[src/inc/dsp_regs.svh]
`ifndef DSP_REGS_SVH
`define DSP_REGS_SVH

// serial word and chain geometry
`define DSP_WORD_W      16
`define DSP_FIFO_DEPTH  32
`define DSP_DIGITS      8
`define DSP_SEGMENTS    8
`define DSP_SYNC_STAGES 3

// output levels
`define DSP_DIG_OFF     8'hFF
`define DSP_SEG_OFF     8'h00
`define DSP_OE_DRIVE    1'b0

// timing: reference clock and fastest serial clock
`define DSP_REF_CLK_MHZ 100
`define DSP_SCLK_MAX_MHZ 10
`define DSP_SCLK_MIN_CYC (`DSP_REF_CLK_MHZ / `DSP_SCLK_MAX_MHZ)

`endif

[src/inc/dsp_pkg.sv]
`include "dsp_regs.svh"

package dsp_pkg;

   typedef logic [`DSP_WORD_W-1:0]   dsp_word_t;
   typedef logic [`DSP_DIGITS-1:0]   dsp_dig_t;
   typedef logic [`DSP_SEGMENTS-1:0] dsp_seg_t;
   typedef logic [`DSP_SYNC_STAGES-1:0] dsp_sync_t;

   // pin inputs as one bundle
   typedef struct packed {
      logic sclk;
      logic sdin;
      logic load;
   } dsp_pins_t;

   // state of the load port apart from its word buffer
   typedef struct packed {
      dsp_sync_t sclk_s;
      dsp_sync_t sdin_s;
      dsp_sync_t load_s;
      logic      sclk_lvl;
      logic      load_lvl;
      dsp_word_t shift;
      dsp_word_t word;
      logic      word_stb;
      logic      dout;
      logic      dout_oe_n;
      dsp_dig_t  digit;
      dsp_seg_t  seg;
   } dsp_port_st_t;

endpackage : dsp_pkg

[src/verilog/dsp_load_port.sv]
// Functional notes
// - serial clock rise shifts data input into 16-bit shift register
// - latch strobe rise copies the 16 shift bits into the internal word
// - cascade output changes only on serial clock falling edges
// - an input bit reaches the cascade output 15.5 clock cycles later
// - cascade output is always driven, never high impedance
// - in shutdown all eight digit sink lines are driven high
// - a segment or decimal point that is off drives its line low
`timescale 1ns/1ps
`include "dsp_regs.svh"

module dsp_fifo
   import dsp_pkg::*;
#(
   parameter int W = `DSP_WORD_W,
   parameter int D = `DSP_FIFO_DEPTH
) (
   // clock and reset
   input  wire logic         ref_clk,
   input  wire logic         rst,
   // filling side
   input  wire logic         in_valid,
   input  wire logic [W-1:0] in_data,
   output logic              in_ready,
   // draining side
   output logic              out_valid,
   output logic [W-1:0]      out_data,
   input  wire logic         out_ready
);

   localparam int AW = $clog2(D);

   typedef struct packed {
      logic [D-1:0][W-1:0] mem;
      logic [AW-1:0]       wr;
      logic [AW-1:0]       rd;
      logic [AW:0]         cnt;
      logic                rdy;
      logic                vld;
      logic [W-1:0]        head;
   } dsp_fifo_st_t;

   dsp_fifo_st_t st_r;
   dsp_fifo_st_t st_nxt;

   logic push;
   logic pop;

   assign push = in_valid & st_r.rdy;
   assign pop  = out_ready & st_r.vld;

   always_comb begin
      st_nxt = st_r;
      if (push) begin
         st_nxt.mem[st_r.wr] = in_data;
         st_nxt.wr = st_r.wr + AW'(1);
      end
      if (pop) begin
         st_nxt.rd = st_r.rd + AW'(1);
      end
      case ({push, pop})
         2'b10:   st_nxt.cnt = st_r.cnt + (AW+1)'(1);
         2'b01:   st_nxt.cnt = st_r.cnt - (AW+1)'(1);
         default: st_nxt.cnt = st_r.cnt;
      endcase
      // flags and head word are registered so the ports come from flops
      st_nxt.rdy  = (st_nxt.cnt != (AW+1)'(D));
      st_nxt.vld  = (st_nxt.cnt != '0);
      st_nxt.head = st_nxt.mem[st_nxt.rd];
   end

   always_ff @(posedge ref_clk or posedge rst) begin
      if (rst) begin
         st_r     <= '0;
         st_r.rdy <= 1'b1;
      end else begin
         st_r <= st_nxt;
      end
   end

   assign in_ready  = st_r.rdy;
   assign out_valid = st_r.vld;
   assign out_data  = st_r.head;
endmodule : dsp_fifo

module dsp_load_port
   import dsp_pkg::*;
(
   // clock and reset
   input  wire logic      ref_clk,
   input  wire logic      rst,
   // serial load pins, asynchronous to ref_clk
   input  wire dsp_pins_t pins,
   // cascade serial output
   output logic           dout,
   output logic           dout_oe_n,
   // display drive
   input  wire logic      shutdown,
   input  wire dsp_dig_t  digit_active,
   input  wire dsp_seg_t  segment_on,
   output dsp_dig_t       digit_sink_lines,
   output dsp_seg_t       segment_source_lines,
   // latched words toward the decoder
   output dsp_word_t      latched_word,
   output logic           word_fifo_ready,
   output logic           word_valid,
   output dsp_word_t      word_data,
   input  wire logic      word_ready
);

   // new level once the second and third stages agree
   function automatic logic filt(dsp_sync_t s, logic lvl);
      filt = (s[1] == s[2]) ? s[2] : lvl;
   endfunction : filt

   dsp_port_st_t st_r;
   dsp_port_st_t st_nxt;

   logic sclk_new;
   logic load_new;
   logic sclk_rise;
   logic sclk_fall;
   logic load_rise;
   logic fifo_in_ready;

   assign sclk_new  = filt(st_r.sclk_s, st_r.sclk_lvl);
   assign load_new  = filt(st_r.load_s, st_r.load_lvl);
   assign sclk_rise = sclk_new & ~st_r.sclk_lvl;
   assign sclk_fall = ~sclk_new & st_r.sclk_lvl;
   assign load_rise = load_new & ~st_r.load_lvl;

   always_comb begin
      st_nxt          = st_r;
      st_nxt.sclk_s   = {st_r.sclk_s[1:0], pins.sclk};
      st_nxt.sdin_s   = {st_r.sdin_s[1:0], pins.sdin};
      st_nxt.load_s   = {st_r.load_s[1:0], pins.load};
      st_nxt.sclk_lvl = sclk_new;
      st_nxt.load_lvl = load_new;
      st_nxt.word_stb = 1'b0;
      // data stage matches clock stage latency
      if (sclk_rise) begin
         st_nxt.shift = {st_r.shift[`DSP_WORD_W-2:0],
                         st_r.sdin_s[2]};
      end
      if (sclk_fall) begin
         st_nxt.dout = st_r.shift[`DSP_WORD_W-1];
      end
      if (load_rise) begin
         st_nxt.word     = st_r.shift;
         st_nxt.word_stb = 1'b1;
      end
      st_nxt.dout_oe_n = `DSP_OE_DRIVE;
      if (shutdown) begin
         st_nxt.digit = `DSP_DIG_OFF;
         st_nxt.seg   = `DSP_SEG_OFF;
      end else begin
         st_nxt.digit = ~digit_active;
         st_nxt.seg   = segment_on;
      end
   end

   always_ff @(posedge ref_clk or posedge rst) begin
      if (rst) begin
         st_r       <= '0;
         st_r.digit <= `DSP_DIG_OFF;
      end else begin
         st_r <= st_nxt;
      end
   end

   // word stream buffer; a full buffer drops the strobe's word
   dsp_fifo #(
      .W (`DSP_WORD_W),
      .D (`DSP_FIFO_DEPTH)
   ) u_fifo (
      .ref_clk   (ref_clk),
      .rst       (rst),
      .in_valid  (st_r.word_stb),
      .in_data   (st_r.word),
      .in_ready  (fifo_in_ready),
      .out_valid (word_valid),
      .out_data  (word_data),
      .out_ready (word_ready)
   );

   assign dout                 = st_r.dout;
   assign dout_oe_n            = st_r.dout_oe_n;
   assign digit_sink_lines     = st_r.digit;
   assign segment_source_lines = st_r.seg;
   assign latched_word         = st_r.word;
   assign word_fifo_ready      = fifo_in_ready;
endmodule : dsp_load_port
[config.mk]
export PLATFORM = sky130hd
export DESIGN_NAME = dsp_load_port
export DESIGN_NICKNAME = d
export VERILOG_FILES = /design/src/inc/dsp_pkg.sv /design/src/verilog/dsp_load_port.sv
export VERILOG_INCLUDE_DIRS = /design/src /design/src/inc
export SDC_FILE = /design/constraint.sdc
export NUM_CORES = 1
export LEC_CHECK = 0
export ABC_AREA = 0
export BUFFER_PORTS_ARGS = -buffer_cell sky130_fd_sc_hd__buf_2
export CORE_UTILIZATION = 34
export DETAILED_ROUTE_END_ITERATION = 16
export GPL_ROUTABILITY_DRIVEN = 0
export REMOVE_ABC_BUFFERS = 1
export SLEW_MARGIN = 20
export SYNTH_ARGS = -nofsm -noshare
export SYNTH_HDL_FRONTEND = slang
export SYNTH_SLANG_ARGS = --single-unit
[constraint.sdc]
create_clock -name ref_clk -period 25 [get_ports ref_clk]
set_input_delay 1.25 -clock ref_clk [delete_from_list [all_inputs] [get_ports ref_clk]]
set_output_delay 1.25 -clock ref_clk [all_outputs]
set_load 0.02 [all_outputs]
==> Word level (Yosys, flattened, before mapping) <==
Index checks and enable logic that the tools add are counted.
{ "totals": {"inputBits": 23, "output_inout_bits": 52, "elab_cells": 84, "regBits": 607} }
{ "classes": {"eq_ne": 5, "n_addsub": 4, "n_mux": 12, "n_bitwise": 9, "n_reduce_logical": 2, "n_lt_le_gt_ge": 3} }
{ "ops": {"columns": ["operator", "count"], "rows": [
  ["$mux W517", 1],
  ["$bwmux W512", 1],
  ["$bmux W16 S5", 1],
  ["$demux W16 S5", 1],
  ["$mux W16", 3],
  ["$lt A5 B6 Y1 const B", 2],
  ["$pmux W6 S2", 1],
  ["$add A5 B1 Y5 const B", 2],
  ["$not A8 Y8", 1],
  ["$add A6 B1 Y6 const B", 1],
  ["$ne A6 B6 Y1 const B", 1],
  ["$reduce_bool A6 Y1", 1],
  ["$sub A6 B1 Y6 const B", 1],
  ["$and A1 B1 Y1", 5],
  ["$ge A5 B1 Y1 const B", 1],
  ["$mux W5", 1],
  ["$mux W1", 3],
  ["$not A1 Y1", 3],
  ["$eq A1 B1 Y1", 2],
  ["$eq A2 B1 Y1 const B", 1],
  ["$eq A2 B2 Y1 const B", 1],
  ["$logic_and A1 B1 Y1", 1]
]} }

==> Depth between registers and ports, before layout <==
{ "depth": {"depth_word": 8, "ltp_mapped": 11, "depth_no_buf": 10} }

==> By module <==
From an unflattened synthesis, not the netlist that was laid out.
{ "unflattened": {"hier_cells": 2272, "hier_area_um2": 28344.7} }
{ "by_module_without_submodules": {"columns": ["module", "instances", "area_per_inst_um2", "cells_each", "seq_area_each_um2"], "rows": [
  ["dsp_fifo", 1, 25946.1, 2118, 13664.4],
  ["dsp_load_port", 1, 2398.6, 154, 1536.5]
]} }

==> Worst setup path after synthesis <==
OpenSTA, ideal clock, no wires.
{ "synth_timing": {"kind": "input port to flip-flop", "start": "input word_ready", "end": "register u_fifo.st_r, in the netlist u_fifo.out_valid", "n_path_buf": 1, "setup_time_ns": 0.136, "required_time_ns": 24.864, "arrival_time_ns": 3.026, "setup_slack_ns": 21.839, "path_stages": 11, "path_cell_list": "buf_4 -> and2_1 -> nand2_1 -> xnor2_1 -> ha_1 -> nor3b_1 -> a21oi_1 -> a21oi_1 -> o21a_1 -> nor4b_1 -> nand3_1"} }
{ "synth_rtl": {"columns": ["item", "line_no", "text"], "rows": [
  ["start, declared", "dsp_load_port.sv:108", "input wire logic word_ready"],
  ["end signal, assigned", "dsp_load_port.sv:77", "st_r <= st_nxt;"],
  ["end, declared", "dsp_load_port.sv:43", "dsp_fifo_st_t st_r;"]
]} }

==> reports/qor.yml <==
cp-end-kind: "register"
ys_seq_area_frac: 0.5322
clockBufferDepth: 3
cts-root-buf: "clkbuf_16"
ys_top_cells_by_area: "dfrtp_1 (52%), mux2_2 (16%), o21ai_0 (3.6%), o221ai_1 (2.8%), nand2_1 (2.8%)"
swShare: 0.4077
yosysTopAreaCell: "dfrtp_1"
htree_levels: 3
irDropWorstVdd_mv: 0.06757
ys_types: 89
met2_usage: 0.3268
r2r-end: "u_fifo.out_data[7]"
comb_power_share: 0.367
critical-path-top-delay-family: "simple AND/OR/NAND/NOR gates"
seqPwrFrac: 0.337
overflow: 0
holdCritPathClass: "register to register"
cts.sinks: 607
synth_ff_type: "dfrtp_1"
syn_to_final_growth_pct: 11.12
dpl.hpwl_um: 59080
row_count: 105
ff2ff_path_depth: 7
finalCriticalPeriod_ps: 4116
placed_area_um2: 29460
path_depth: 10
crit_type: "primary input to register"
detail_route.drc_violations: 0
rsz0062_at_grt: "no"
crit_required_ps: 25490
gr-usage-all-layers: 0.2156
finalHoldViolCount: 0
insertion_delay_ps: 620
endpoint: "u_fifo.out_data[14]"
cts.clk_slew.worst_paths_ps: 70
power_density_nw_per_um2: 108.1
grt_first_pass_wirelength_um: 138500
pin_count: 75
wire_per_inst_um: 26.16
crit_buf_inv: 3
cp.arrival_ps: 4600
async_flop_share: 1.000
die_x_um: 291.9
maxCapViolations: 0
port_buffers: 73
grt-busiest-layer: "met2"
drt_iter0_drc: 2409
cts_hold_buf: 0
numCtsBuffers: 67
synth_edf_count: 0
final_antenna_net_count: 0
grtUsageMet3: 0.05237
layout.nets: 2437
yosysTopAreaCellShare: 0.5239
wl_um: 92380
power.internal_mw: 2.031
worstMarginPinSlew_ps: 1220
max_freq_mhz: 242.9
cp-startpoint: "word_ready"
crit_chain: "buf_2 -> and3b_1 -> nor2_8 -> inv_2 -> buf_4 -> o32a_1 -> a32o_1 -> nor4_1 -> a41o_1 -> a31oi_1"
avgSynthCellArea_um2: 11.60
synthCells: 2462
first_global_vias: 21160
postCtsSetupBuffers: 0
critPathSlowestCell: "nor4_1"
finalSetupTns_ps: 0
p_sw_mw: 1.398
firstDrtPassIters: 7
outcome: "completed"
ys_warn_count: 0
synth.cell_area_um2: 28560
die_area_um2: 85180
setup_viol: 0
critical_path_peak_fanout: 46
start_util: 0.3457
drv_slew: 0
grt_antenna_before_repair: 5
reg2reg_slack_ps: 20920
met1_usage: 0.2937
slew_headroom: 0.1869
drive_above_1_share: 0.3042
coreArea_um2: 82640
worst_path_largest_cell_delay_ps: 600
cp-start-kind: "primary input"
yosys_register_bits: 607
cellLeakagePower_nw: 14.48
via_count: 20950
grt_max_degree: 176
tritoncts: "built"
vias_per_cell: 5.933
die_h_um: 291.9
r2r_start: "st_r[18]"
cts.repair.resized: 0
clockPowerShare: 0.296
fin_area_um2: 31740
fin_crit_sh: 0.1646
skew_ps: 28.46
-- metrics by stage --
stage          setup WS (ps)    util  cells  power, mW  hold WS [ps]
5_1_grt                20500  0.3840   3529      3.557         357.4
2_1_floorplan           6772       -   2211      1.834         331.2
4_1_cts                20890  0.3838   3529      3.412         347.6
3_3_place_gp           20190  0.3563   3406      2.370         335.7
3_5_place_dp           20270  0.3565   3408      2.394         334.7
6_report               20880  0.3841   3531      3.430         346.9
-- synth_stat cells, types with 16 or more instances --
cell / n
mux2_2: 411
a211oi_1: 17
o21ai_0: 203
nand2_1: 213
nor2_1: 102
buf_4: 67
o22ai_1: 52
a21oi_1: 68
o2111ai_1: 16
o221ai_1: 92
buf_2: 53
nand3_1: 35
dfrtp_1: 598
inv_1: 22
o32ai_1: 21
clkbuf_1: 125
o221a_2: 23
-- cell families (layout without fill, tap and decap cells) --
family / Yosys count / count (layout) / synth area share
DFF: 607 / 607 / 0.5322
xor gates and xnor gates: 13 / 13 / 0.003986
buffers and inverters: 276 / 273 / 0.04766
adders and majority gates: 9 / 9 / 0.003767
muxes: 429 / 429 / 0.1694
and+or+nand+nor: 474 / 474 / 0.08025
AOI/OAI and AO/OA: 653 / 653 / 0.1626
other: 1 / 3 / 0.0001313
-- how the worst min path moves through the flow --
| stage | startpoint | to | slack [ps] | depth (start not counted) |
|---|---|---|---|---|
| final | st_nxt[58] | st_r[58] | 350 | 0 |
| after CTS | st_nxt[58] | st_r[58] | 350 | 0 |
| after detailed placement | st_nxt[58] | st_r[58] | 330 | 0 |
| after floorplan | st_nxt[54] | st_nxt[55] | 330 | 0 |
| after global placement | st_nxt[57] | st_nxt[58] | 340 | 0 |
| after global routing | st_nxt[58] | st_r[58] | 360 | 0 |
-- flip-flops by register name, indices dropped and copies added, names as in the netlist --
register / count
digit_sink_lines: 8
u_fifo.in_ready: 1
latched_word: 16
segment_source_lines: 8
u_fifo.st_r: 528
u_fifo.out_data: 16
st_nxt: 6
st_r: 22
dout: 1
u_fifo.out_valid: 1
-- cell usage in the layout (no fill, tap or decap), types with 10 or more instances in the layout --
cell       netlist  routed
a211oi_1        17      17
a21oi_1         68      67
a221o_1         10      10
a221oi_1        15      15
a311oi_1        15      15
a32o_1          10      10
buf_2           53      73
buf_4           67      53
clkbuf_1       125      13
clkbuf_16        0      69
clkbuf_8         0      13
clkinv_2         0      13
dfrtp_1        598     592
inv_1           22      21
mux2_2         411     411
nand2_1        213     213
nand2b_1        10      10
nand3_1         35      35
nor2_1         102     101
nor2_2          13      12
nor3_1          10      10
nor4_1          11      11
o2111ai_1       16      16
o21ai_0        203     203
o221a_2         23      23
o221ai_1        92      92
o22ai_1         52      51
o2bb2a_1        12      12
o311a_1         12      12
o32ai_1         21      21
-- worst register-to-register path: cells and delay by family, from the launching register on --
family | cells | cell delay, ps
DFF | 1 | 820
AOI/OAI and AO/OA | 4 | 1070
muxes | 1 | 450
and+or+nand+nor | 2 | 1590
-- cell type report --
cell class                      count  area (um^2)
Antenna cell                        2        5.005
Clock buffer                       95         1954
Clock inverter                     26        297.8
Fill cell                        7854        50900
Inverter                           25        101.3
Multi-Input combinational cell   1579        12050
Sequential cell                   607        15210
Tap cell                         1070         1339
Timing Repair Buffer              127        783.3
-- per-layer routing --
layer,vias to the layer above,wire length (um)
li1,8967,-
met1,10860,39620
met2,927,41330
met3,192,7577
met4,4,3828
met5,-,23
-- power by group through the flow --
stage	combinational, mW	sequential (mW)	clock, mW
after CTS	1.23	1.16	1.03
after global placement	1.20	1.17	0
after floorplan	0.647	1.19	0
after global routing	1.32	1.16	1.07
final	1.26	1.16	1.01
after detailed placement	1.22	1.17	0
Power figures use the tool's default switching activity.
